**config.mk**
```make
export PLATFORM = sky130hd
export DESIGN_NAME = fbss_top
export DESIGN_NICKNAME = d
export VERILOG_FILES = /design/src/fbss_pkg.sv /design/src/fbss_mains.sv /design/src/fbss_prot.sv /design/src/fbss_top.sv
export SDC_FILE = /design/constraint.sdc
export NUM_CORES = 1
export LEC_CHECK = 0
export BUFFER_PORTS_ARGS = -buffer_cell sky130_fd_sc_hd__buf_2
export CORE_MARGIN = 5
export CORE_UTILIZATION = 40
export DETAILED_ROUTE_END_ITERATION = 7
export GPL_TIMING_DRIVEN = 0
export HOLD_SLACK_MARGIN = 0.12
export PLACE_DENSITY = 0.68
export SLEW_MARGIN = 20
export SYNTH_ARGS = -nofsm -noshare
export SYNTH_HDL_FRONTEND = slang
export SYNTH_SLANG_ARGS = --single-unit
export TNS_END_PERCENT = 30
```
**constraint.sdc**
```tcl
create_clock -name hclk -period 2.8 [get_ports hclk]
set_input_delay 0.56 -clock hclk [delete_from_list [all_inputs] [get_ports hclk]]
set_output_delay 0.56 -clock hclk [all_outputs]
set_load 0.05 [all_outputs]
```
**src/fbss_pkg.sv**
```systemverilog
// Package with shared constants and types for the flyback supervisory sequencer.
`default_nettype none
package fbss_pkg;

  // Core clock rate in kHz (250 MHz).
  localparam int unsigned CLK_KHZ = 250000;
  // Timebase period in ms and its cycle count.
  localparam int unsigned TICK_MS = 1;
  localparam int unsigned TICK_CYCLES = TICK_MS * CLK_KHZ;
  // Mains supervision times in ms.
  localparam int unsigned BROWNOUT_MS = 30;
  localparam int unsigned SUSPEND_MS = 6;
  localparam int unsigned SUSPEND_BURST_MS = 97;
  localparam int unsigned DISCONNECT_MS = 28;
  // Fault input filter: a count of ticks gives 2 ms to 3 ms with tick jitter.
  localparam int unsigned FAULT_FILTER_MS = 3;
  // Overvoltage qualification count (gate pulses or ticks).
  localparam int unsigned OVP_COUNT = 4;
  // Overpower timeouts in ms.
  localparam int unsigned OPP_RUN_MS = 200;
  localparam int unsigned OPP_START_MS = 40;
  // Restart delay in ms (plain default).
  localparam int unsigned RESTART_MS = 100;
  // Maximum on-time in ns and cycles (longest time rounds down).
  localparam int unsigned MAX_ON_NS = 55000;
  localparam int unsigned MAX_ON_CYCLES = MAX_ON_NS * (CLK_KHZ / 1000) / 1000;

  // AHB-Lite register byte offsets.
  localparam logic [7:0] CTRL_OFF = 8'h00;
  localparam logic [7:0] STAT_OFF = 8'h04;
  localparam logic [7:0] MAINS_OFF = 8'h08;
  localparam logic [7:0] CAUSE_OFF = 8'h0c;
  // Control register fields and reset value.
  localparam int unsigned CTRL_EN_BIT = 0;
  localparam int unsigned CTRL_RST_BIT = 1;
  localparam logic [1:0] CTRL_RESET = 2'h1;
  // Cause register bit positions.
  localparam int unsigned CS_AUX = 0;
  localparam int unsigned CS_BO = 1;
  localparam int unsigned CS_ONT = 2;
  localparam int unsigned CS_OTP = 3;
  localparam int unsigned CS_FLT = 4;
  localparam int unsigned CS_OVP = 5;
  localparam int unsigned CS_OPP = 6;
  localparam int unsigned CS_UV = 7;

  // Sequencer states.
  typedef enum logic [2:0] {
    ST_LOCKOUT, ST_WAIT_START, ST_RUN, ST_RESTART_WAIT, ST_BROWN_WAIT, ST_AUX_WAIT
  } fbss_state_e;

  // Operating modes.
  typedef enum logic [1:0] {
    MD_VALLEY, MD_DCM_SKIP, MD_VCO, MD_BURST
  } fbss_mode_e;

endpackage : fbss_pkg
`default_nettype wire

```
**src/fbss_mains.sv**
```systemverilog
// Mains sampler with brownin, brownout, slope and disconnection detection.
`timescale 1ns/100ps
`default_nettype none
module fbss_mains #(
  parameter int unsigned CW = 8
) (
  // Clock and reset.
  input wire logic hclk,
  input wire logic hresetn,
  input wire logic clk_en,
  // Timebase and state.
  input wire logic tick,
  input wire logic running,
  input wire logic burst,
  // Digitised mains current and its comparison levels.
  input wire logic sample_valid,
  input wire logic [CW-1:0] sample_code,
  input wire logic [CW-1:0] brownin_lvl,
  input wire logic [CW-1:0] brownout_lvl,
  input wire logic [CW-1:0] high_lvl,
  // Results.
  output logic sample_pull,
  output logic discharge,
  output logic above_brownin,
  output logic brownout,
  output logic mains_present,
  output logic [CW-1:0] last_code
);

  logic [6:0] susp_q;
  logic [5:0] bo_cnt_q;
  logic [5:0] ns_cnt_q;
  logic pull_q;
  logic [CW-1:0] code_q;
  logic bi_q;
  logic pres_q;
  logic dis_q;

  // Crossing a level upward between two successive samples.
  function automatic logic crossed(input logic [CW-1:0] prev, input logic [CW-1:0] now, input logic [CW-1:0] lvl);
    crossed = (prev < lvl) && (now >= lvl);
  endfunction : crossed

  wire rise = sample_valid && (crossed(code_q, sample_code, brownin_lvl) ||
                               crossed(code_q, sample_code, high_lvl));
  wire low = sample_valid && (sample_code < brownout_lvl);
  wire [6:0] susp_len = burst ? 7'(fbss_pkg::SUSPEND_BURST_MS) : 7'(fbss_pkg::SUSPEND_MS);

  // Sampling, suspension and disconnection timing all advance on the ms tick.
  always_ff @(posedge hclk or negedge hresetn) begin
    if (!hresetn) begin
      susp_q <= 7'h00;
      bo_cnt_q <= 6'h00;
      ns_cnt_q <= 6'h00;
      pull_q <= 1'b0;
      code_q <= '0;
      bi_q <= 1'b0;
      pres_q <= 1'b0;
      dis_q <= 1'b0;
    end else if (clk_en) begin
      pull_q <= tick && (susp_q == 7'h00);
      if (sample_valid) begin
        code_q <= sample_code;
        bi_q <= sample_code > brownin_lvl;
      end
      if (rise) begin
        pres_q <= 1'b1;
        susp_q <= susp_len;
        ns_cnt_q <= 6'h00;
        dis_q <= 1'b0;
      end else if (tick) begin
        if (susp_q != 7'h00) begin
          susp_q <= susp_q - 7'h01;
        end
        if (ns_cnt_q >= 6'(fbss_pkg::DISCONNECT_MS - 1)) begin
          dis_q <= 1'b1;
          pres_q <= 1'b0;
        end else if (susp_q == 7'h00) begin
          ns_cnt_q <= ns_cnt_q + 6'h01;
        end
      end
      // Any sample at or above brownout restarts the 30 ms window; a suspension pauses it.
      if (!running || (sample_valid && !low)) begin
        bo_cnt_q <= 6'h00;
      end else if (tick && susp_q == 7'h00 && bo_cnt_q < 6'(fbss_pkg::BROWNOUT_MS)) begin
        bo_cnt_q <= bo_cnt_q + 6'h01;
      end
    end
  end

  // Discharge holds the pin low continuously; otherwise it pulses per sample.
  assign sample_pull = pull_q || dis_q;
  assign discharge = dis_q;
  assign above_brownin = bi_q;
  assign brownout = bo_cnt_q >= 6'(fbss_pkg::BROWNOUT_MS);
  assign mains_present = pres_q;
  assign last_code = code_q;

endmodule : fbss_mains
`default_nettype wire

```
**src/fbss_prot.sv**
```systemverilog
// Protection qualifiers: fault filter, overvoltage counter, overpower timer, on-time cap.
`timescale 1ns/100ps
`default_nettype none
module fbss_prot (
  // Clock and reset.
  input wire logic hclk,
  input wire logic hresetn,
  input wire logic clk_en,
  // Timebase and context.
  input wire logic tick,
  input wire logic running,
  input wire logic in_regulation,
  input wire logic gate_rise,
  input wire logic gate_on,
  // Raw conditions.
  input wire logic fault_low,
  input wire logic ovp_aux,
  input wire logic ovp_rail,
  input wire logic overpower,
  // Qualified trips.
  output logic fault_trip,
  output logic ovp_trip,
  output logic opp_trip,
  output logic ontime_trip
);

  logic [2:0] flt_q;
  logic [2:0] ovp_q;
  logic [7:0] opp_q;
  logic [14:0] on_q;

  wire ovp = ovp_aux || ovp_rail;
  // Low fault input swaps the counter clock to the ms tick.
  wire ovp_clk = fault_low ? tick : gate_rise;
  wire [7:0] opp_lim = in_regulation ? 8'(fbss_pkg::OPP_RUN_MS) : 8'(fbss_pkg::OPP_START_MS);

  // Each counter clears as soon as its condition goes away.
  always_ff @(posedge hclk or negedge hresetn) begin
    if (!hresetn) begin
      flt_q <= 3'h0;
      ovp_q <= 3'h0;
      opp_q <= 8'h00;
      on_q <= 15'h0000;
    end else if (clk_en) begin
      if (!fault_low) begin
        flt_q <= 3'h0;
      end else if (tick && flt_q < 3'(fbss_pkg::FAULT_FILTER_MS)) begin
        flt_q <= flt_q + 3'h1;
      end
      if (!ovp || !running) begin
        ovp_q <= 3'h0;
      end else if (ovp_clk && ovp_q < 3'(fbss_pkg::OVP_COUNT)) begin
        ovp_q <= ovp_q + 3'h1;
      end
      if (!overpower || !running) begin
        opp_q <= 8'h00;
      end else if (tick && opp_q < opp_lim) begin
        opp_q <= opp_q + 8'h01;
      end
      on_q <= gate_on ? on_q + 15'h0001 : 15'h0000;
    end
  end

  assign fault_trip = flt_q >= 3'(fbss_pkg::FAULT_FILTER_MS);
  assign ovp_trip = ovp_q >= 3'(fbss_pkg::OVP_COUNT);
  assign opp_trip = opp_q >= opp_lim;
  assign ontime_trip = on_q >= 15'(fbss_pkg::MAX_ON_CYCLES);

endmodule : fbss_prot
`default_nettype wire

```
**src/fbss_top.sv**
```systemverilog
// Top of the flyback supervisory sequencer: supply, start-up, modes, protections, registers.
`timescale 1ns/100ps
`default_nettype none
module fbss_top #(
  parameter int unsigned CW = 8,
  parameter int unsigned TICK_LEN = fbss_pkg::TICK_CYCLES
) (
  // Clock, reset and clock enable.
  input wire logic hclk,
  input wire logic hresetn,
  input wire logic clk_en,
  // AHB-Lite slave.
  input wire logic hsel,
  input wire logic [7:0] haddr,
  input wire logic [1:0] htrans,
  input wire logic hwrite,
  input wire logic [2:0] hsize,
  input wire logic [31:0] hwdata,
  input wire logic hready,
  output logic [31:0] hrdata,
  output logic hreadyout,
  output logic hresp,
  // Supply comparators.
  input wire logic low_rail_start,
  input wire logic low_rail_below_handover,
  input wire logic low_rail_supply_undervoltage_lockout,
  // Mains sampling.
  input wire logic mains_valid,
  input wire logic [CW-1:0] mains_code,
  input wire logic [CW-1:0] mains_brownin_current_level,
  input wire logic [CW-1:0] mains_brownout_level,
  input wire logic [CW-1:0] mains_high_current_level,
  // Feedback and fault input.
  input wire logic fault_above_hys,
  input wire logic fault_low,
  input wire logic control_at_max,
  input wire logic output_in_regulation,
  // Power level decisions from the analog loop.
  input wire logic at_switching_ceiling,
  input wire logic medium_power,
  input wire logic low_power,
  input wire logic osc_due,
  // Winding sense and switching events.
  input wire logic aux_open,
  input wire logic demag_done,
  input wire logic valley_seen,
  input wire logic cycle_end,
  input wire logic ovp_aux,
  input wire logic ovp_rail,
  input wire logic overpower,
  input wire logic otp_internal,
  // Supply and pin controls.
  output logic mains_sense_pin_pull,
  output logic mains_supply_on,
  output logic rail_regulator_on,
  output logic switching_enable,
  output logic soft_start,
  output logic gate_start,
  output logic min_peak,
  output logic sources_enable,
  output logic [1:0] sense_phase,
  output logic opp_limit_sample,
  output logic [1:0] op_mode
);

  fbss_pkg::fbss_state_e st_q, st_d;
  fbss_pkg::fbss_mode_e md_q, md_d;
  logic [17:0] tick_cnt_q;
  logic tick_q;
  logic [6:0] rst_cnt_q;
  logic [7:0] cause_q;
  logic [1:0] ctrl_q;
  logic regulate_q;
  logic reg_done_q;
  logic gate_q;
  logic [1:0] phase_q;
  logic wr_q;
  logic [7:0] addr_q;
  logic [31:0] rdata_q;

  wire running = (st_q == fbss_pkg::ST_RUN);
  wire sw_en = ctrl_q[fbss_pkg::CTRL_EN_BIT];
  wire m_pull, m_dis, m_bi, m_bo, m_pres;
  wire [CW-1:0] m_code;
  wire p_flt, p_ovp, p_opp, p_ont;

  // One ms timebase; a parameter so simulation can shorten it.
  always_ff @(posedge hclk or negedge hresetn) begin
    if (!hresetn) begin
      tick_cnt_q <= 18'h00000;
      tick_q <= 1'b0;
    end else if (clk_en) begin
      tick_q <= tick_cnt_q == 18'(TICK_LEN - 1);
      tick_cnt_q <= (tick_cnt_q == 18'(TICK_LEN - 1)) ? 18'h00000 : tick_cnt_q + 18'h00001;
    end
  end

  fbss_mains #(.CW(CW)) u_mains (
    .hclk(hclk),
    .hresetn(hresetn),
    .clk_en(clk_en),
    .tick(tick_q),
    .running(running),
    .burst(md_q == fbss_pkg::MD_BURST),
    .sample_valid(mains_valid),
    .sample_code(mains_code),
    .brownin_lvl(mains_brownin_current_level),
    .brownout_lvl(mains_brownout_level),
    .high_lvl(mains_high_current_level),
    .sample_pull(m_pull),
    .discharge(m_dis),
    .above_brownin(m_bi),
    .brownout(m_bo),
    .mains_present(m_pres),
    .last_code(m_code)
  );

  fbss_prot u_prot (
    .hclk(hclk),
    .hresetn(hresetn),
    .clk_en(clk_en),
    .tick(tick_q),
    .running(running),
    .in_regulation(reg_done_q),
    .gate_rise(gate_start),
    .gate_on(gate_q),
    .fault_low(fault_low),
    .ovp_aux(ovp_aux),
    .ovp_rail(ovp_rail),
    .overpower(overpower),
    .fault_trip(p_flt),
    .ovp_trip(p_ovp),
    .opp_trip(p_opp),
    .ontime_trip(p_ont)
  );

  // Safe-restart class trips; overpower with undervoltage trips at once, without the overpower timer.
  wire restart_trip = p_ont || otp_internal || p_flt || p_ovp || p_opp || (overpower && low_rail_supply_undervoltage_lockout);
  wire start_ok = fault_above_hys && m_bi && control_at_max && !aux_open && sw_en;
  wire [7:0] trip_vec = {low_rail_supply_undervoltage_lockout, p_opp | (overpower & low_rail_supply_undervoltage_lockout), p_ovp, p_flt,
                         otp_internal, p_ont, m_bo, aux_open};
  // A trip keeps its cause bit even against a clear in the same cycle.
  wire [7:0] cause_set = (st_d != st_q && running) ? trip_vec : 8'h00;
  wire [7:0] cause_clr = (wr_q && addr_q == fbss_pkg::CAUSE_OFF) ? hwdata[7:0] : 8'h00;


  // Sequencer next state; open winding sense has highest priority in start wait and run.
  always_comb begin
    st_d = st_q;
    case (st_q)
      fbss_pkg::ST_LOCKOUT: begin
        if (low_rail_start) begin
          st_d = fbss_pkg::ST_WAIT_START;
        end
      end
      fbss_pkg::ST_WAIT_START: begin
        if (aux_open) begin
          st_d = fbss_pkg::ST_AUX_WAIT;
        end else if (start_ok) begin
          st_d = fbss_pkg::ST_RUN;
        end
      end
      fbss_pkg::ST_RUN: begin
        if (aux_open || !sw_en) begin
          st_d = fbss_pkg::ST_AUX_WAIT;
        end else if (restart_trip) begin
          st_d = fbss_pkg::ST_RESTART_WAIT;
        end else if (m_bo) begin
          st_d = fbss_pkg::ST_BROWN_WAIT;
        end else if (low_rail_supply_undervoltage_lockout) begin
          st_d = fbss_pkg::ST_LOCKOUT;
        end
      end
      fbss_pkg::ST_RESTART_WAIT: begin
        if (rst_cnt_q == 7'(fbss_pkg::RESTART_MS) && m_bi) begin
          st_d = fbss_pkg::ST_WAIT_START;
        end
      end
      fbss_pkg::ST_BROWN_WAIT: begin
        if (m_bi) begin
          st_d = fbss_pkg::ST_WAIT_START;
        end
      end
      fbss_pkg::ST_AUX_WAIT: begin
        if (!aux_open && sw_en) begin
          st_d = fbss_pkg::ST_LOCKOUT;
        end
      end
      default: st_d = fbss_pkg::ST_LOCKOUT;
    endcase
  end

  // Mode selection; burst wins over oscillator mode, and both win over the ceiling's valley skipping.
  always_comb begin
    case (1'b1)
      low_power: md_d = fbss_pkg::MD_BURST;
      medium_power: md_d = fbss_pkg::MD_VCO;
      at_switching_ceiling: md_d = fbss_pkg::MD_DCM_SKIP;
      default: md_d = fbss_pkg::MD_VALLEY;
    endcase
  end

  // Valley-based modes wait for demag and valley; oscillator modes also pace by the oscillator.
  wire valley_ok = demag_done && valley_seen;
  wire start_cycle = running && !gate_q && ((md_q == fbss_pkg::MD_VALLEY) ? valley_ok :
                     (md_q == fbss_pkg::MD_DCM_SKIP) ? valley_ok && !at_switching_ceiling :
                     valley_ok && osc_due);

  // State, mode, restart timer and cycle phase registers.
  always_ff @(posedge hclk or negedge hresetn) begin
    if (!hresetn) begin
      st_q <= fbss_pkg::ST_LOCKOUT;
      md_q <= fbss_pkg::MD_VALLEY;
      rst_cnt_q <= 7'h00;
      gate_q <= 1'b0;
      phase_q <= 2'h0;
      regulate_q <= 1'b0;
      reg_done_q <= 1'b0;
      cause_q <= 8'h00;
    end else if (clk_en) begin
      st_q <= st_d;
      md_q <= md_d;
      if (st_q != fbss_pkg::ST_RESTART_WAIT) begin
        rst_cnt_q <= 7'h00;
      end else if (tick_q && rst_cnt_q < 7'(fbss_pkg::RESTART_MS)) begin
        rst_cnt_q <= rst_cnt_q + 7'h01;
      end
      gate_q <= !running || restart_trip || aux_open ? 1'b0 : (start_cycle ? 1'b1 : (cycle_end ? 1'b0 : gate_q));
      // Phase: 0 on-time (input), 1 demag/output, 2 valley wait.
      phase_q <= gate_q ? 2'h0 : (demag_done ? 2'h2 : 2'h1);
      // Regulation from mains holds until the feedback reports the output in regulation.
      if (st_q == fbss_pkg::ST_WAIT_START || st_q == fbss_pkg::ST_RESTART_WAIT) begin
        regulate_q <= 1'b1;
        reg_done_q <= 1'b0;
      end else if (running && output_in_regulation) begin
        regulate_q <= 1'b0;
        reg_done_q <= 1'b1;
      end
      // Cause bits are sticky and write-one-to-clear.
      cause_q <= (cause_q & ~cause_clr) | cause_set;
    end
  end

  // Supply handover and per-protection regulation choice.
  wire stopped_reg = (st_q == fbss_pkg::ST_RESTART_WAIT) || (st_q == fbss_pkg::ST_BROWN_WAIT);
  assign mains_supply_on = (st_q == fbss_pkg::ST_LOCKOUT) || stopped_reg || (st_q == fbss_pkg::ST_WAIT_START)
                           || (running && regulate_q);
  assign rail_regulator_on = low_rail_below_handover;
  assign mains_sense_pin_pull = m_pull;
  assign switching_enable = running;
  assign soft_start = running && !reg_done_q;
  assign sources_enable = (st_q == fbss_pkg::ST_WAIT_START) || running;
  assign gate_start = start_cycle;
  assign min_peak = md_q == fbss_pkg::MD_VCO;
  assign sense_phase = phase_q;
  assign opp_limit_sample = gate_q;
  assign op_mode = md_q;

  // AHB-Lite: capture address phase, act in data phase, zero wait states.
  wire take = hsel && hready && htrans[1];
  always_ff @(posedge hclk or negedge hresetn) begin
    if (!hresetn) begin
      wr_q <= 1'b0;
      addr_q <= 8'h00;
      ctrl_q <= fbss_pkg::CTRL_RESET;
      rdata_q <= 32'h00000000;
    end else if (clk_en) begin
      wr_q <= take && hwrite;
      addr_q <= haddr;
      if (wr_q && addr_q == fbss_pkg::CTRL_OFF) begin
        ctrl_q <= hwdata[1:0];
      end
      if (take && !hwrite) begin
        case (haddr)
          fbss_pkg::CTRL_OFF: rdata_q <= {30'h00000000, ctrl_q};
          fbss_pkg::STAT_OFF: rdata_q <= {21'h000000, m_pres, m_dis, m_bi, m_bo, md_q, 1'b0, st_q, regulate_q};
          fbss_pkg::MAINS_OFF: rdata_q <= 32'(m_code);
          fbss_pkg::CAUSE_OFF: rdata_q <= {24'h000000, cause_q};
          default: rdata_q <= 32'h00000000;
        endcase
      end
    end
  end

  assign hrdata = rdata_q;
  assign hreadyout = 1'b1;
  assign hresp = 1'b0;

endmodule : fbss_top
`default_nettype wire

```
Yosys cells after proc, flatten, opt, wreduce, memory -nomap -nowiden
Cells that the tools add are included.
- add/subtract/negate cells: 9
- magnitude comparators: 17
- equal/unequal tests: 18
- multiplexer cells: 56
- bitwise logic cells: 5
- reduce and logical (&&, ||, !) cells: 92
- operators by type and width (operator ; number):
    one-hot mux 11 bit (4 select lines) ; 1
    two-way mux 3 bit ; 14
    two-way mux 7 bit ; 6
    two-way mux 8 bit ; 5
    two-way mux 6 bit ; 6
    logical AND 1 bit ; 33
    < comparator 8 bit ; 4
    equality test 8 x 4 -> 1 bit, second input constant ; 3
    greater-or-equal comparator 8 bit ; 3
    logical OR 1 bit ; 20
    AND reduction 2 bit ; 10
    adder 18 x 1 -> 18 bit, second input constant ; 1
    equality test 18 bit, second input constant ; 1
    two-way mux 18 bit ; 1
    one-hot mux 3 bit (6 select lines) ; 1
    nonzero test 2 bit ; 9
    two-way mux 1 bit ; 17
    zero test 8 bit ; 2
    adder 15 x 1 -> 15 bit, second input constant ; 1
    greater-or-equal comparator 15 x 14 -> 1 bit, second input constant ; 1
    two-way mux 15 bit ; 1
    adder 6 x 1 -> 6 bit, second input constant ; 2
    greater-or-equal comparator 6 x 5 -> 1 bit, second input constant ; 2
    zero test 1 bit ; 10
    other kinds (34) ; 43
- register bits: 147
- output and inout port bits: 47
- logic and storage cells: 223

Longest topological paths before layout
Gate-level depths: netlist of run 1.
- depth after elaboration: 13
- gate-level depth with buffers: 9

By module
Synthesis of run 1 repeated with hierarchy kept, for this count alone.
- cell total of the unflattened synthesis: 779
- area, all modules: 7669.9 um^2
- by module, submodules not included (module ; instances ; cells an instance ; area each (um^2)):
    fbss_top ; 1 ; 346 ; 3539.6
    fbss_mains ; 1 ; 252 ; 2384.8
    fbss_prot ; 1 ; 181 ; 1745.4

Least setup slack after synthesis of run 1
Ideal clock, no wire load.
- path kind: input port to flip-flop
- start point: input mains_brownin_current_level[1]
- end point: register u_mains.ns_cnt_q[0]
- library setup time: 0.125 ns
- data arrival time: 2.448 ns
- required time: 2.675 ns
- slack: 0.227 ns
- stages on the path: 9
- cells stage by stage: inv_1 ha_1 nor2b_1 o31ai_1 a31oi_1 o2111ai_1 nand2_1 or2_2 mux2_2
- longest elaborated chain between the ends: 6
- elaborated cells between the ends (all ways): 10
- classes of those cells: 2 x order compare; 1 x eq/ne; 1 x mux; 6 x reduce/logical
- RTL lines (what ; RTL line ; source):
    from (decl) ; fbss_top.sv:30 ; input wire logic [CW-1:0] mains_brownin_current_level,
    < comparator 8 bit / greater-or-equal comparator 8 bit (equally long branches) ; fbss_mains.sv:41 ; crossed = (prev < lvl) && (now >= lvl);
    logical AND 1 bit (*) ; fbss_mains.sv:41 ;
    logical OR 1 bit (*) ; fbss_mains.sv:44 ; wire rise = sample_valid && (crossed(code_q, sample_code, brownin_lvl) ||
    logical AND 1 bit (*) ; fbss_mains.sv:44 ;
    inequality test 2 x 1 -> 1 bit (no source line) / nonzero test 2 bit (equally long branches) ; -- ;
    AND reduction 4 bit (no source line) ; -- ;
    to (signal assigned) ; fbss_mains.sv:79 ; ns_cnt_q <= ns_cnt_q + 6'h01;
    to (decl) ; fbss_mains.sv:32 ; logic [5:0] ns_cnt_q;
Mark *: on every way between the ends. The rest lies on a longest branch, timed or not.
A chain may end at the register's enable or synchronous reset.

Final worst setup path of run 1
- start point: register st_q[2]
- end point: output soft_start
- longest elaborated chain between the ends: 2
- RTL lines (what ; RTL line ; source):
    from (decl) ; fbss_top.sv:66 ; fbss_pkg::fbss_state_e st_q, st_d;
    from (signal assigned) ; fbss_top.sv:212 ; st_q <= fbss_pkg::ST_LOCKOUT;
    from (signal assigned) ; fbss_top.sv:221 ; st_q <= st_d;
    equality test 3 x 2 -> 1 bit ; fbss_top.sv:81 ; wire running = (st_q == fbss_pkg::ST_RUN);
    logical AND 1 bit ; fbss_top.sv:251 ; assign soft_start = running && !reg_done_q;
    to (decl) ; fbss_top.sv:57 ; output logic soft_start,
Every way passes these cells.

==> results of run 1 <==
[stage by stage]
step                      hold WS, ns  cells  area, um2
after floorplan                 0.264    802       7520
after global placement          0.461   1127       8280
after global routing            0.332   1163       8910
after detailed placement        0.465   1128       8320
after CTS                       0.316   1162       8890
final                           0.328   1164       8910
[power by group]
group	internal, W	switching (W)	total [W]
logic	0.000416	0.000615	0.00103
registers	0.00197	0.000161	0.00213
clock network	0.00123	0.000820	0.00205
[flip-flops by register name (all words and copies together) (netlist names), 2 cells and up]
signal             count
sense_phase            2
u_prot.ovp_q           3
op_mode                2
u_mains.bo_cnt_q       6
hrdata                11
addr_q                 8
u_mains.susp_q         7
tick_cnt_q            18
u_prot.opp_q           8
u_prot.on_q           15
u_prot.flt_q           3
rst_cnt_q              7
st_q                   3
ctrl_q                 2
cause_q                8
u_mains.ns_cnt_q       6
u_mains.last_code      8
[worst max-delay path: cells and delay by family (launching register included)]
family        cells  cell delay, ns
buf+inv           3            0.79
flops             1            0.36
simple gates      2            0.54
[worst paths after layout]
kind | from | end | slack (ns) | cells after the start
max reg2reg | u_mains.susp_q[0] | u_mains.bo_cnt_q[3] | 0.27 | 9
min | demag_done | sense_phase[0] | 0.33 | 2
min reg2reg | hrdata[2] | hrdata[2] | 0.47 | 2
max | st_q[2] | soft_start | 0.12 | 5
min in group asynchronous | hresetn | u_mains.last_code[4] | 0.65 | 2
max in group asynchronous | hresetn | ctrl_q[0] | 1.42 | 3
[cells in the final DEF, fill, tap and decap left out, types with 25 or more instances in the layout]
master	synthesis	final
inv_1	57	57
o21ai_0	50	50
nor2_1	59	59
buf_4	24	27
buf_2	1	96
a21oi_1	29	29
dfrtp_1	125	125
nand2_1	84	82
ha_1	55	55
mux2_2	25	25
xor2_1	26	26
[synth_stat cells (4+ instances only)]
cell	n	area, um2
a22oi_1	7	52.6
o31ai_1	4	30.0
clkbuf_1	15	56.3
nor3_1	10	50.1
xnor2_1	14	123
mux2_2	25	282
nor2_1	59	221
o21ai_0	50	250
buf_4	24	180
nand2b_1	7	43.8
o21a_1	7	52.6
nand3_1	24	120
nand2_1	84	315
inv_1	57	214
xor2_1	26	228
dfrtp_1	125	3130
a21o_1	7	52.6
mux2i_1	4	40.0
and3_1	9	56.3
a211oi_1	6	45.0
nor4_1	7	43.8
a22o_1	11	96.3
or3_1	6	37.5
and4_1	6	52.6
nand4_1	22	138
a21oi_1	29	145
a31oi_1	5	31.3
nor2b_1	11	68.8
ha_1	55	688
[area by class of cell]
| class | count | share of cell area, % |
|---|---|---|
| clock buffers | 20 | 5.01 |
| multi-input cells | 576 | 43.8 |
| plain buffers | 43 | 2.92 |
| diodes | 1 | 0.0281 |
| flip-flops and latches | 126 | 35.4 |
| clock inverters | 11 | 1.07 |
| repair buffers | 101 | 6.18 |
| inverters | 57 | 2.40 |
| well taps | 229 | 3.21 |
[timing repair]
action	in CTS	in global routing
setup buffers	2	1
gates resized for setup	1	3
endpoints found under the hold margin	56	0
hold buffers	1	0
pin swaps	1	1
setup endpoints to repair	3	6
[per-layer routing]
| layer | vias to the layer above | global-route usage (%) |
|---|---|---|
| met4 | 2 | 5.03 |
| met1 | 2979 | 24.1 |
| met3 | 17 | 3.87 |
| li1 | 3018 | - |
| met2 | 170 | 29.1 |
| met5 | - | 0 |
[kinds of logic after synthesis]
| kind of cell | after synthesis | synth area share, % |
|---|---|---|
| AO/OA/AOI/OAI | 157 | 13.9 |
| XOR/XNOR | 40 | 4.71 |
| adder cells (fa/ha/maj) | 55 | 9.25 |
| buffers and inverters | 100 | 6.38 |
| flip-flops | 126 | 42.4 |
| multiplexers | 31 | 4.93 |
| other | 2 | 0.101 |
| AND/OR/NAND/NOR | 270 | 18.3 |
==> results.md, run 1 <==
* Final setup violation count at 0
* FMAX at ~370 MHz
* Die width at ~150 um
* Final WL at 18.8 mm
* Number of global-route vias before repair at about 6000
* Area of the multi-input gates at 3910 um2
* Register area at between 3000 and 4000 um2
* Placer Congestion at about 0.86
* Outcome: finished, final reports clean
* CTS tree: built
* Dpl ws at -0.237 ns
* Clock Tree Buf Depth at 2
* Global-route wire length before repair at 30.7 mm
* Slowest library cell on the worst path: nor3b_4
* Peak supply drop at just over 400 uV
* Uppermost layer routed: met5
* CP Cell Sequence: clkbuf_1 -> nor3b_4 -> buf_2 -> and2_1 -> buf_2
* Port Buffer Count at 96
* Final nets at about 1100
* Element type at the critical path start: flop
* Met1 WL at ~8.3 mm
* Starting Density at 41.0%
* Post-Synthesis Cells at ~780
* Floorplan row count at 49
* Req. time, crit path at about 2.2 ns
* Setup CP Type: reg2out
* Layout cells sized above 1 at 21.3%
* Fillers at approximately 1700
* Syn Area/Cell at between 9 and 10 um2
* Synth warn at 0
* Pwr dens at about 580 nW/um2
* Ys async rst share at 100%
* Hold Violations, Final at 0
* Flops & latches, synth at 126
* Area grow syn2layout at 19.9%
* Worst-skew pair later-pin latency at 0.43 ns
* Post-DRT Antenna Nets at 0
* Dpl hpwl at approximately 14 mm
* CTS Sinks at roughly 130
* HP Class: in2reg
* Clock-pin slew on the worst setup and hold paths at 0.06 ns
* CP Data Arrival Time at between 2 and 2.5 ns
* Post-synthesis cell type count at 70
* Lkg Pwr at between 4 and 5 nW
* Final core occ at between 40% and 50%
* CTS buffer count at 17
* Post-Syn Area at 7440 um2
* CTS root buf: clkbuf_16
* CP Max Fanout at 10
* Max_slew headroom at around 55%
* Largest net degree at the start of global routing at ~70
* Initial antenna violation count at 1
* Unrepaired setup endpoints after global routing: false
* Number of synthesized flops with an enable pin at 0
* Routed met3 length at between 1 and 1.5 mm
* Routed wl met2 at 8.98 mm
* Number of remaining DRC errors at 0
* Period utilization at between 90% and 100%
* Max_cap viols at 0
* # IOs at 150
* TNS Setup at 0 ns
* Crit. End Element: primary output
* Tightest Pin Transition at 0.668 ns
* Fin worst setup slack at roughly 0.12 ns
* Routed length per placed instance at between 15 and 20 um
* Post-synthesis sequential area ratio at ~42%
* Max Transition Viols Final at 0
* Die height at between 100 and 150 um
* Tot Pwr at ~0.0052 W
* CP dominant cell by count: buf_2
* Ys flop type: dfrtp_1
* Setup Skew at between 0.01 and 0.015 ns
* First-iteration detailed-routing DRC count at roughly 300
* First-pass DRT Iterations at 4
* GRT Residual Overflow at 0
* Core Region at roughly 18000 um2
* Vias post-DR at 6186
* H-tree Lvls at 4
* Largest stage delay, worst path at 0.38 ns
* Total global-route track usage at between 10% and 20%
* Die Area at approximately 21000 um2
* Vias per inst at about 5.3
* Final min period at 2.68 ns
Power figures use the tool's default switching activity.
==> run 2: changes to the inputs <==
--- a/config.mk
+++ b/config.mk
@@ -5,6 +5,7 @@
 export SDC_FILE = /design/constraint.sdc
 export NUM_CORES = 1
 export LEC_CHECK = 0
+export ABC_AREA = 1
 export BUFFER_PORTS_ARGS = -buffer_cell sky130_fd_sc_hd__buf_2
 export CORE_MARGIN = 5
 export CORE_UTILIZATION = 40
@@ -15,5 +16,6 @@
 export SLEW_MARGIN = 20
 export SYNTH_ARGS = -nofsm -noshare
 export SYNTH_HDL_FRONTEND = slang
+export SYNTH_HIERARCHICAL = 1
 export SYNTH_SLANG_ARGS = --single-unit
 export TNS_END_PERCENT = 30
==> results.md, run 2 <==
* Ys flop type: dfrtp_1
* CTS root buf: clkbuf_16
* GRT Residual Overflow at 0
* Dpl hpwl at roughly 16 mm
* # IOs at 150
* Tightest Pin Transition at between 0.6 and 0.7 ns
* Die width at 153 um
* Final setup violation count at 0
* NetSw at between 0.002 and 0.0025 W
* Clock Tree Buf Depth at 2
* Top Family by Delay on Critical Path: buffers and inverters
* Post-Synthesis Cells at between 1000 and 1500
* CTS buffer count at 17
* Fin cells at roughly 1500
* Clk pwr share at between 30% and 40%
* Number of global-route vias before repair at 6937
* Final min period at between 2 and 3 ns
* Post-DRT Antenna Nets at 0
* Die height at about 150 um
* Vias per inst at between 4 and 5
* Initial antenna violation count at 0
* Post-synthesis sequential area ratio at around two fifths
* Placer Congestion at roughly 0.86
* First-pass DRT Iterations at 5
* Switching Fraction at around a third
* Synth top area share at a little under two fifths
* CTS Sinks at 126
* Xor-xnor portion of the synthesized cell area at 2.35%
* Clock-pin slew on the worst setup and hold paths at ~0.060 ns
* Element type at the critical path start: flop
* FMAX at approximately 380 MHz
* Layout cells sized above 1 at 18.0%
* Post-Syn Area at between 8000 and 9000 um2
* CP Max Fanout at 6
* TNS Setup at 0 ns
* Crit. End Element: primary output
* Max_slew headroom at 58.2%
* Port Buffer Count at 96
* Period utilization at between 90% and 100%
* Syn Area/Cell at between 7 and 8 um2
* Setup Skew at roughly 0.0083 ns
* First-iteration detailed-routing DRC count at approximately 380
* CTS tree: built
* Commonest cells after routing, fill and taps aside: 328 x nand2_1, 137 x inv_1, 125 x dfrtp_1
* Fillers at between 2000 and 2500
* Mux contribution to synthesized area at 0.260%
* CP Cell Sequence: inv_2 -> nand3_2 -> clkinvlp_4 -> nand3_1 -> inv_1 -> buf_2
* Dpl ws at ~0.31 ns
* Starting Density at 40.6%
* Yosys top cell by area: dfrtp_1
* Largest stage delay, worst path at 0.48 ns
* Die Area at between 20000 and 25000 um2
* Top cells by area, synth: dfrtp_1 38%, nand2_1 15%, ha_1 8.4%
* Peak supply drop at just under 400 uV
* Placed cells at 1481
* Synth warn at 6
* Unrepaired setup endpoints after global routing: false
* Max_cap viols at 0
* Lkg Pwr at 5.17 nW
* HP Class: in2reg
* Count leader, synth: nand2_1
* Pwr dens at around 670 nW/um2
* Simple-gate portion of the synthesized area at between 30% and 40%
* Outcome: finished, final reports clean
* Flops & latches, synth at about 130
* Compound-Gate Fraction of Synth Area at 8.20%
* Critical path buffers and inverters at 4
* Hold Violations, Final at 0
* H-tree Lvls at 4
* Synth Area in Adders at between 8 and 9%
* Slowest library cell on the worst path: dfrtp_1
* Largest net degree at the start of global routing at 71
* Setup CP Type: reg2out
* Internal cell power at roughly 0.0042 W
* Ys async rst share at 100%
* Core Region at between 20000 and 25000 um2
* Main combinational cell family by area after synthesis: simple AND/OR/NAND/NOR gates
* Commonest cells post-synth: 328 x nand2_1, 138 x inv_1, 125 x dfrtp_1
* Max Transition Viols Final at 0
* Final nets at 1391
* Ant. Diodes at 0
* Worst-skew pair later-pin latency at roughly 0.42 ns
* CP Data Arrival Time at roughly 2.1 ns
* Routed length per placed instance at approximately 13 um
* Global-route wire length before repair at 33.5 mm
* Combinational share of power at 27.2%
* Req. time, crit path at about 2.2 ns
* Register area at ~3200 um2
* Final WL at 20.4 mm
* Total global-route track usage at between 10% and 20%
* Part of the power in registers at a little over a third
* Area of the multi-input gates at 4290 um2
* Floorplan row count at 52
* Number of remaining DRC errors at 0
* Post-synthesis cell type count at 51
* Number of synthesized flops with an enable pin at 0
* Area grow syn2layout at 19.6%
* Biggest register: tick_cnt_q
* Vias post-DR at 7269
* Commonest non-fill, non-tap cell in the layout: nand2_1
* Fin worst setup slack at ~0.17 ns
* Largest register FFs at 18
run 2: changes by cell type in the layout (fill, tap and decap cells not counted), moves of 11 or more:
cell | before | now
a21oi_1 | 29 | 42
inv_1 | 57 | 137
mux2_2 | 25 | 1
nand2_1 | 82 | 328
nand3_1 | 24 | 84
nor2_1 | 59 | 80
nor2b_1 | 11 | 0
o21ai_1 | 0 | 11
xor2_1 | 26 | 15
run 2: routing by layer:
metal | up-vias | wire length (um) | track usage, %
met3 | 17 | 961 | 4.16
met1 | 3364 | 9500 | 23.3
met2 | 154 | 9690 | 27.9
met4 | 0 | 239 | 4.50
met5 | - | 0 | 0
li1 | 3734 | - | -
run 2: cell type report:
cell class,instances,area share (%)
buffer,40,2.76
clock buffer,19,4.62
clock inverter,13,1.90
inverter,149,5.75
multi-input combinational,799,43.8
sequential,126,32.2
tap,270,3.45
timing repair buffer,100,5.54
run 2: per-stage QoR:
stage | instance area [um2] | hold slack [ns] | utilization [%] | power [W]
6_report | 9790 | 0.360 | 48.6 | 0.00652
5_1_grt | 9790 | 0.341 | 48.6 | 0.00688
4_1_cts | 9780 | 0.343 | 48.5 | 0.00654
3_5_place_dp | 9130 | 0.460 | 45.2 | 0.00411
3_3_place_gp | 9090 | 0.460 | 45.1 | 0.00407
2_1_floorplan | 8270 | 0.264 | - | 0.00363
run 2: worst reg2reg max path, cell delays in order (launching register included):
cell and delay [ns]:
dfrtp_1 0.40, ha_1 0.20, ha_1 0.17, or2_2 0.32, nor2_1 0.11, nand2_1 0.06, nor2_1 0.26, nand3_1 0.12
nand2_1 0.08, nand2_1 0.09, nor2_2 0.13, nand3_2 0.18, nand3_1 0.13, nand2_1 0.06
run 2: cells by family after synthesis:
family	Yosys count
flip-flops	126
buffers and inverters	189
AO/OA/AOI/OAI	122
AND/OR/NAND/NOR	575
other	2
XOR/XNOR	22
adder cells (fa/ha/maj)	55
multiplexers	2
run 2: repair_timing:
| action | in CTS | in global routing |
|---|---|---|
| hold buffers | 1 | 0 |
| setup endpoints to repair | 1 | 2 |
| endpoints found under the hold margin | 55 | 0 |
| buffers inserted | 0 | 2 |
| gates cloned | 0 | 0 |
| resized for setup | 1 | 0 |
run 2: final timing paths:
kind                                  endpoint       startpoint  depth (start not counted)  slack [ns]
hold reg to reg                      hrdata[4]        hrdata[4]                          2        0.47
hold / removal                       addr_q[7]         haddr[7]                          3        0.36
setup / recovery                    gate_start          st_q[2]                          6        0.17
min in group asynchronous  u_mains/ns_cnt_q[3]          hresetn                          2        0.65
max in group asynchronous       tick_cnt_q[16]          hresetn                          3        1.44
setup reg to reg                    cause_q[1]  u_prot/flt_q[0]                         13        0.39
run 2: power by group through the flow:
stage	registers, W	logic [W]	clock network, W
final	0.00235	0.00178	0.00240
after global routing	0.00238	0.00199	0.00251
after CTS	0.00234	0.00176	0.00243
after detailed placement	0.00236	0.00174	0
after global placement	0.00237	0.00170	0
after floorplan	0.00232	0.00131	0
==> run 3: changes to the inputs <==
--- a/config.mk
+++ b/config.mk
@@ -8,11 +8,11 @@
 export ABC_AREA = 1
 export BUFFER_PORTS_ARGS = -buffer_cell sky130_fd_sc_hd__buf_2
 export CORE_MARGIN = 5
-export CORE_UTILIZATION = 40
+export CORE_UTILIZATION = 50
 export DETAILED_ROUTE_END_ITERATION = 7
 export GPL_TIMING_DRIVEN = 0
 export HOLD_SLACK_MARGIN = 0.12
-export PLACE_DENSITY = 0.68
+export PLACE_DENSITY = 0.8
 export SLEW_MARGIN = 20
 export SYNTH_ARGS = -nofsm -noshare
 export SYNTH_HDL_FRONTEND = slang
==> results.md, run 3 (same netlist as run 2, synthesis figures left out) <==
* Dpl hpwl at approximately 15 mm
* Combinational share of power at between 20% and 30%
* Die height at about 140 um
* Commonest cells after routing, fill and taps aside: 328 x nand2_1, 137 x inv_1, 125 x dfrtp_1
* First-pass DRT Iterations at 5
* Largest net degree at the start of global routing at 84
* Final setup violation count at 0
* Part of the power in registers at 36.5%
* Area grow syn2layout at 18.5%
* Fillers at about 1400
* Worst-skew pair later-pin latency at 0.42 ns
* Die width at 138 um
* Outcome: finished, final reports clean
* CTS tree: built
* Crit. End Element: primary output
* Final WL at between 20 and 25 mm
* Fin cells at between 1000 and 1500
* CTS Sinks at approximately 130
* Req. time, crit path at around 2.2 ns
* Hold Violations, Final at 0
* NetSw at roughly 0.0022 W
* Routed length per placed instance at 13.8 um
* Floorplan row count at 46
* Setup CP Type: reg2out
* Dpl ws at between 0.3 and 0.4 ns
* Die Area at approximately 19000 um2
* TNS Setup at 0 ns
* CTS buffer count at 17
* Vias post-DR at 7523
* Final nets at 1391
* Number of remaining DRC errors at 0
* Max_slew headroom at about 60%
* Setup Skew at approximately 0.0078 ns
* Port Buffer Count at between 90 and 100
* Biggest register: tick_cnt_q
* Commonest non-fill, non-tap cell in the layout: nand2_1
* R2R depth at 16
* Layout cells sized above 1 at about 18%
* Peak supply drop at roughly 460 uV
* Clock-pin slew on the worst setup and hold paths at about 0.060 ns
* Internal cell power at 0.00422 W
* Period utilization at a little over 90%
* GRT Residual Overflow at 0
* Placer Congestion at around 0.92
* Pwr dens at ~660 nW/um2
* Largest register FFs at 18
* Starting Density at around half
* FMAX at 385 MHz
* Fin worst setup slack at approximately 0.20 ns
* Lkg Pwr at between 5 and 6 nW
* Global-route wire length before repair at 33.2 mm
* First-iteration detailed-routing DRC count at between 500 and 600
* Placed cells at ~1400
* CP Max Fanout at 6
* Clock Tree Buf Depth at 2
* Total global-route track usage at 22.0%
* Post-DRT Antenna Nets at 0
* Element type at the critical path start: flop
* Worst Hold Depth at 2
* Tightest Pin Transition at 0.594 ns
* Initial antenna violation count at 1
* Max_cap viols at 0
* Max Transition Viols Final at 0
* Core Region at about 16000 um2
* H-tree Lvls at 4
* Number of global-route vias before repair at slightly above 7000
* Vias per inst at between 5 and 6
* Switching Fraction at 34.5%
* Clk pwr share at roughly 36%
* CTS root buf: clkbuf_16
* Unrepaired setup endpoints after global routing: false
* # IOs at 150
* CP Data Arrival Time at just over 2 ns
* HP Class: in2reg
* Final min period at approximately 2.6 ns
[run 3: through the flow]
stage	instance area [um2]	hold slack [ns]	total power (W)	utilization, %
after floorplan	8270	0.264	0.00363	-
after CTS	9690	0.342	0.00643	60.6
final	9710	0.352	0.00645	60.7
after global routing	9710	0.355	0.00679	60.7
after detailed placement	9060	0.465	0.00412	56.6
after global placement	9020	0.459	0.00405	56.4
[run 3: power groups by stage]
stage / clock, W / sequential, W / combinational [W]
final: 0.00231 / 0.00235 / 0.00179
after global placement: 0 / 0.00236 / 0.00168
after floorplan: 0 / 0.00232 / 0.00131
after CTS: 0.00232 / 0.00234 / 0.00176
after detailed placement: 0 / 0.00237 / 0.00175
after global routing: 0.00240 / 0.00238 / 0.00201
[run 3: worst paths after layout]
path	start	endpoint	slack [ns]
setup / recovery	st_q[0]	gate_start	0.20
hold / removal	demag_done	sense_phase[0]	0.35
setup reg to reg	reg_done_q	cause_q[0]	0.40
hold reg to reg	sense_phase[1]	sense_phase[1]	0.48
max in group asynchronous	hresetn	u_prot/on_q[4]	1.45
min in group asynchronous	hresetn	u_mains/ns_cnt_q[2]	0.62
[run 3: what timing repair did]
item | CTS | global route
setup endpoints to repair | 1 | 1
hold buffers | 1 | 0
gates cloned | 0 | 0
endpoints found under the hold margin | 42 | 0
resized for setup | 1 | 0
buffers inserted | 0 | 2
[run 3: layout make-up]
cell class                 count  area, um2  share of cell area (%)
multi-input combinational    799       4290                    44.2
buffer                        40        270                    2.78
timing repair buffer         100        543                    5.59
clock inverter                 6        105                    1.08
tap                          216        270                    2.78
inverter                     149        563                    5.80
antenna                        1       2.50                  0.0258
sequential                   126       3150                    32.5
clock buffer                  24        512                    5.27
[run 3: routing by layer]
layer | track usage (%) | up-vias | share of wire (%)
met3 | 4.06 | 32 | 5.4
met1 | 29.0 | 3537 | 44
met4 | 8.12 | 0 | 1.9
met5 | 0 | - | 0
met2 | 36.1 | 201 | 48
li1 | - | 3753 | -
[run 3: critical path, stage by stage, from the launching register on]
cell and delay (ns):
dfrtp_1 0.43, inv_1 0.20, nand3_2 0.23, clkinvlp_4 0.22
nand3_1 0.11, inv_1 0.14, buf_2 0.29
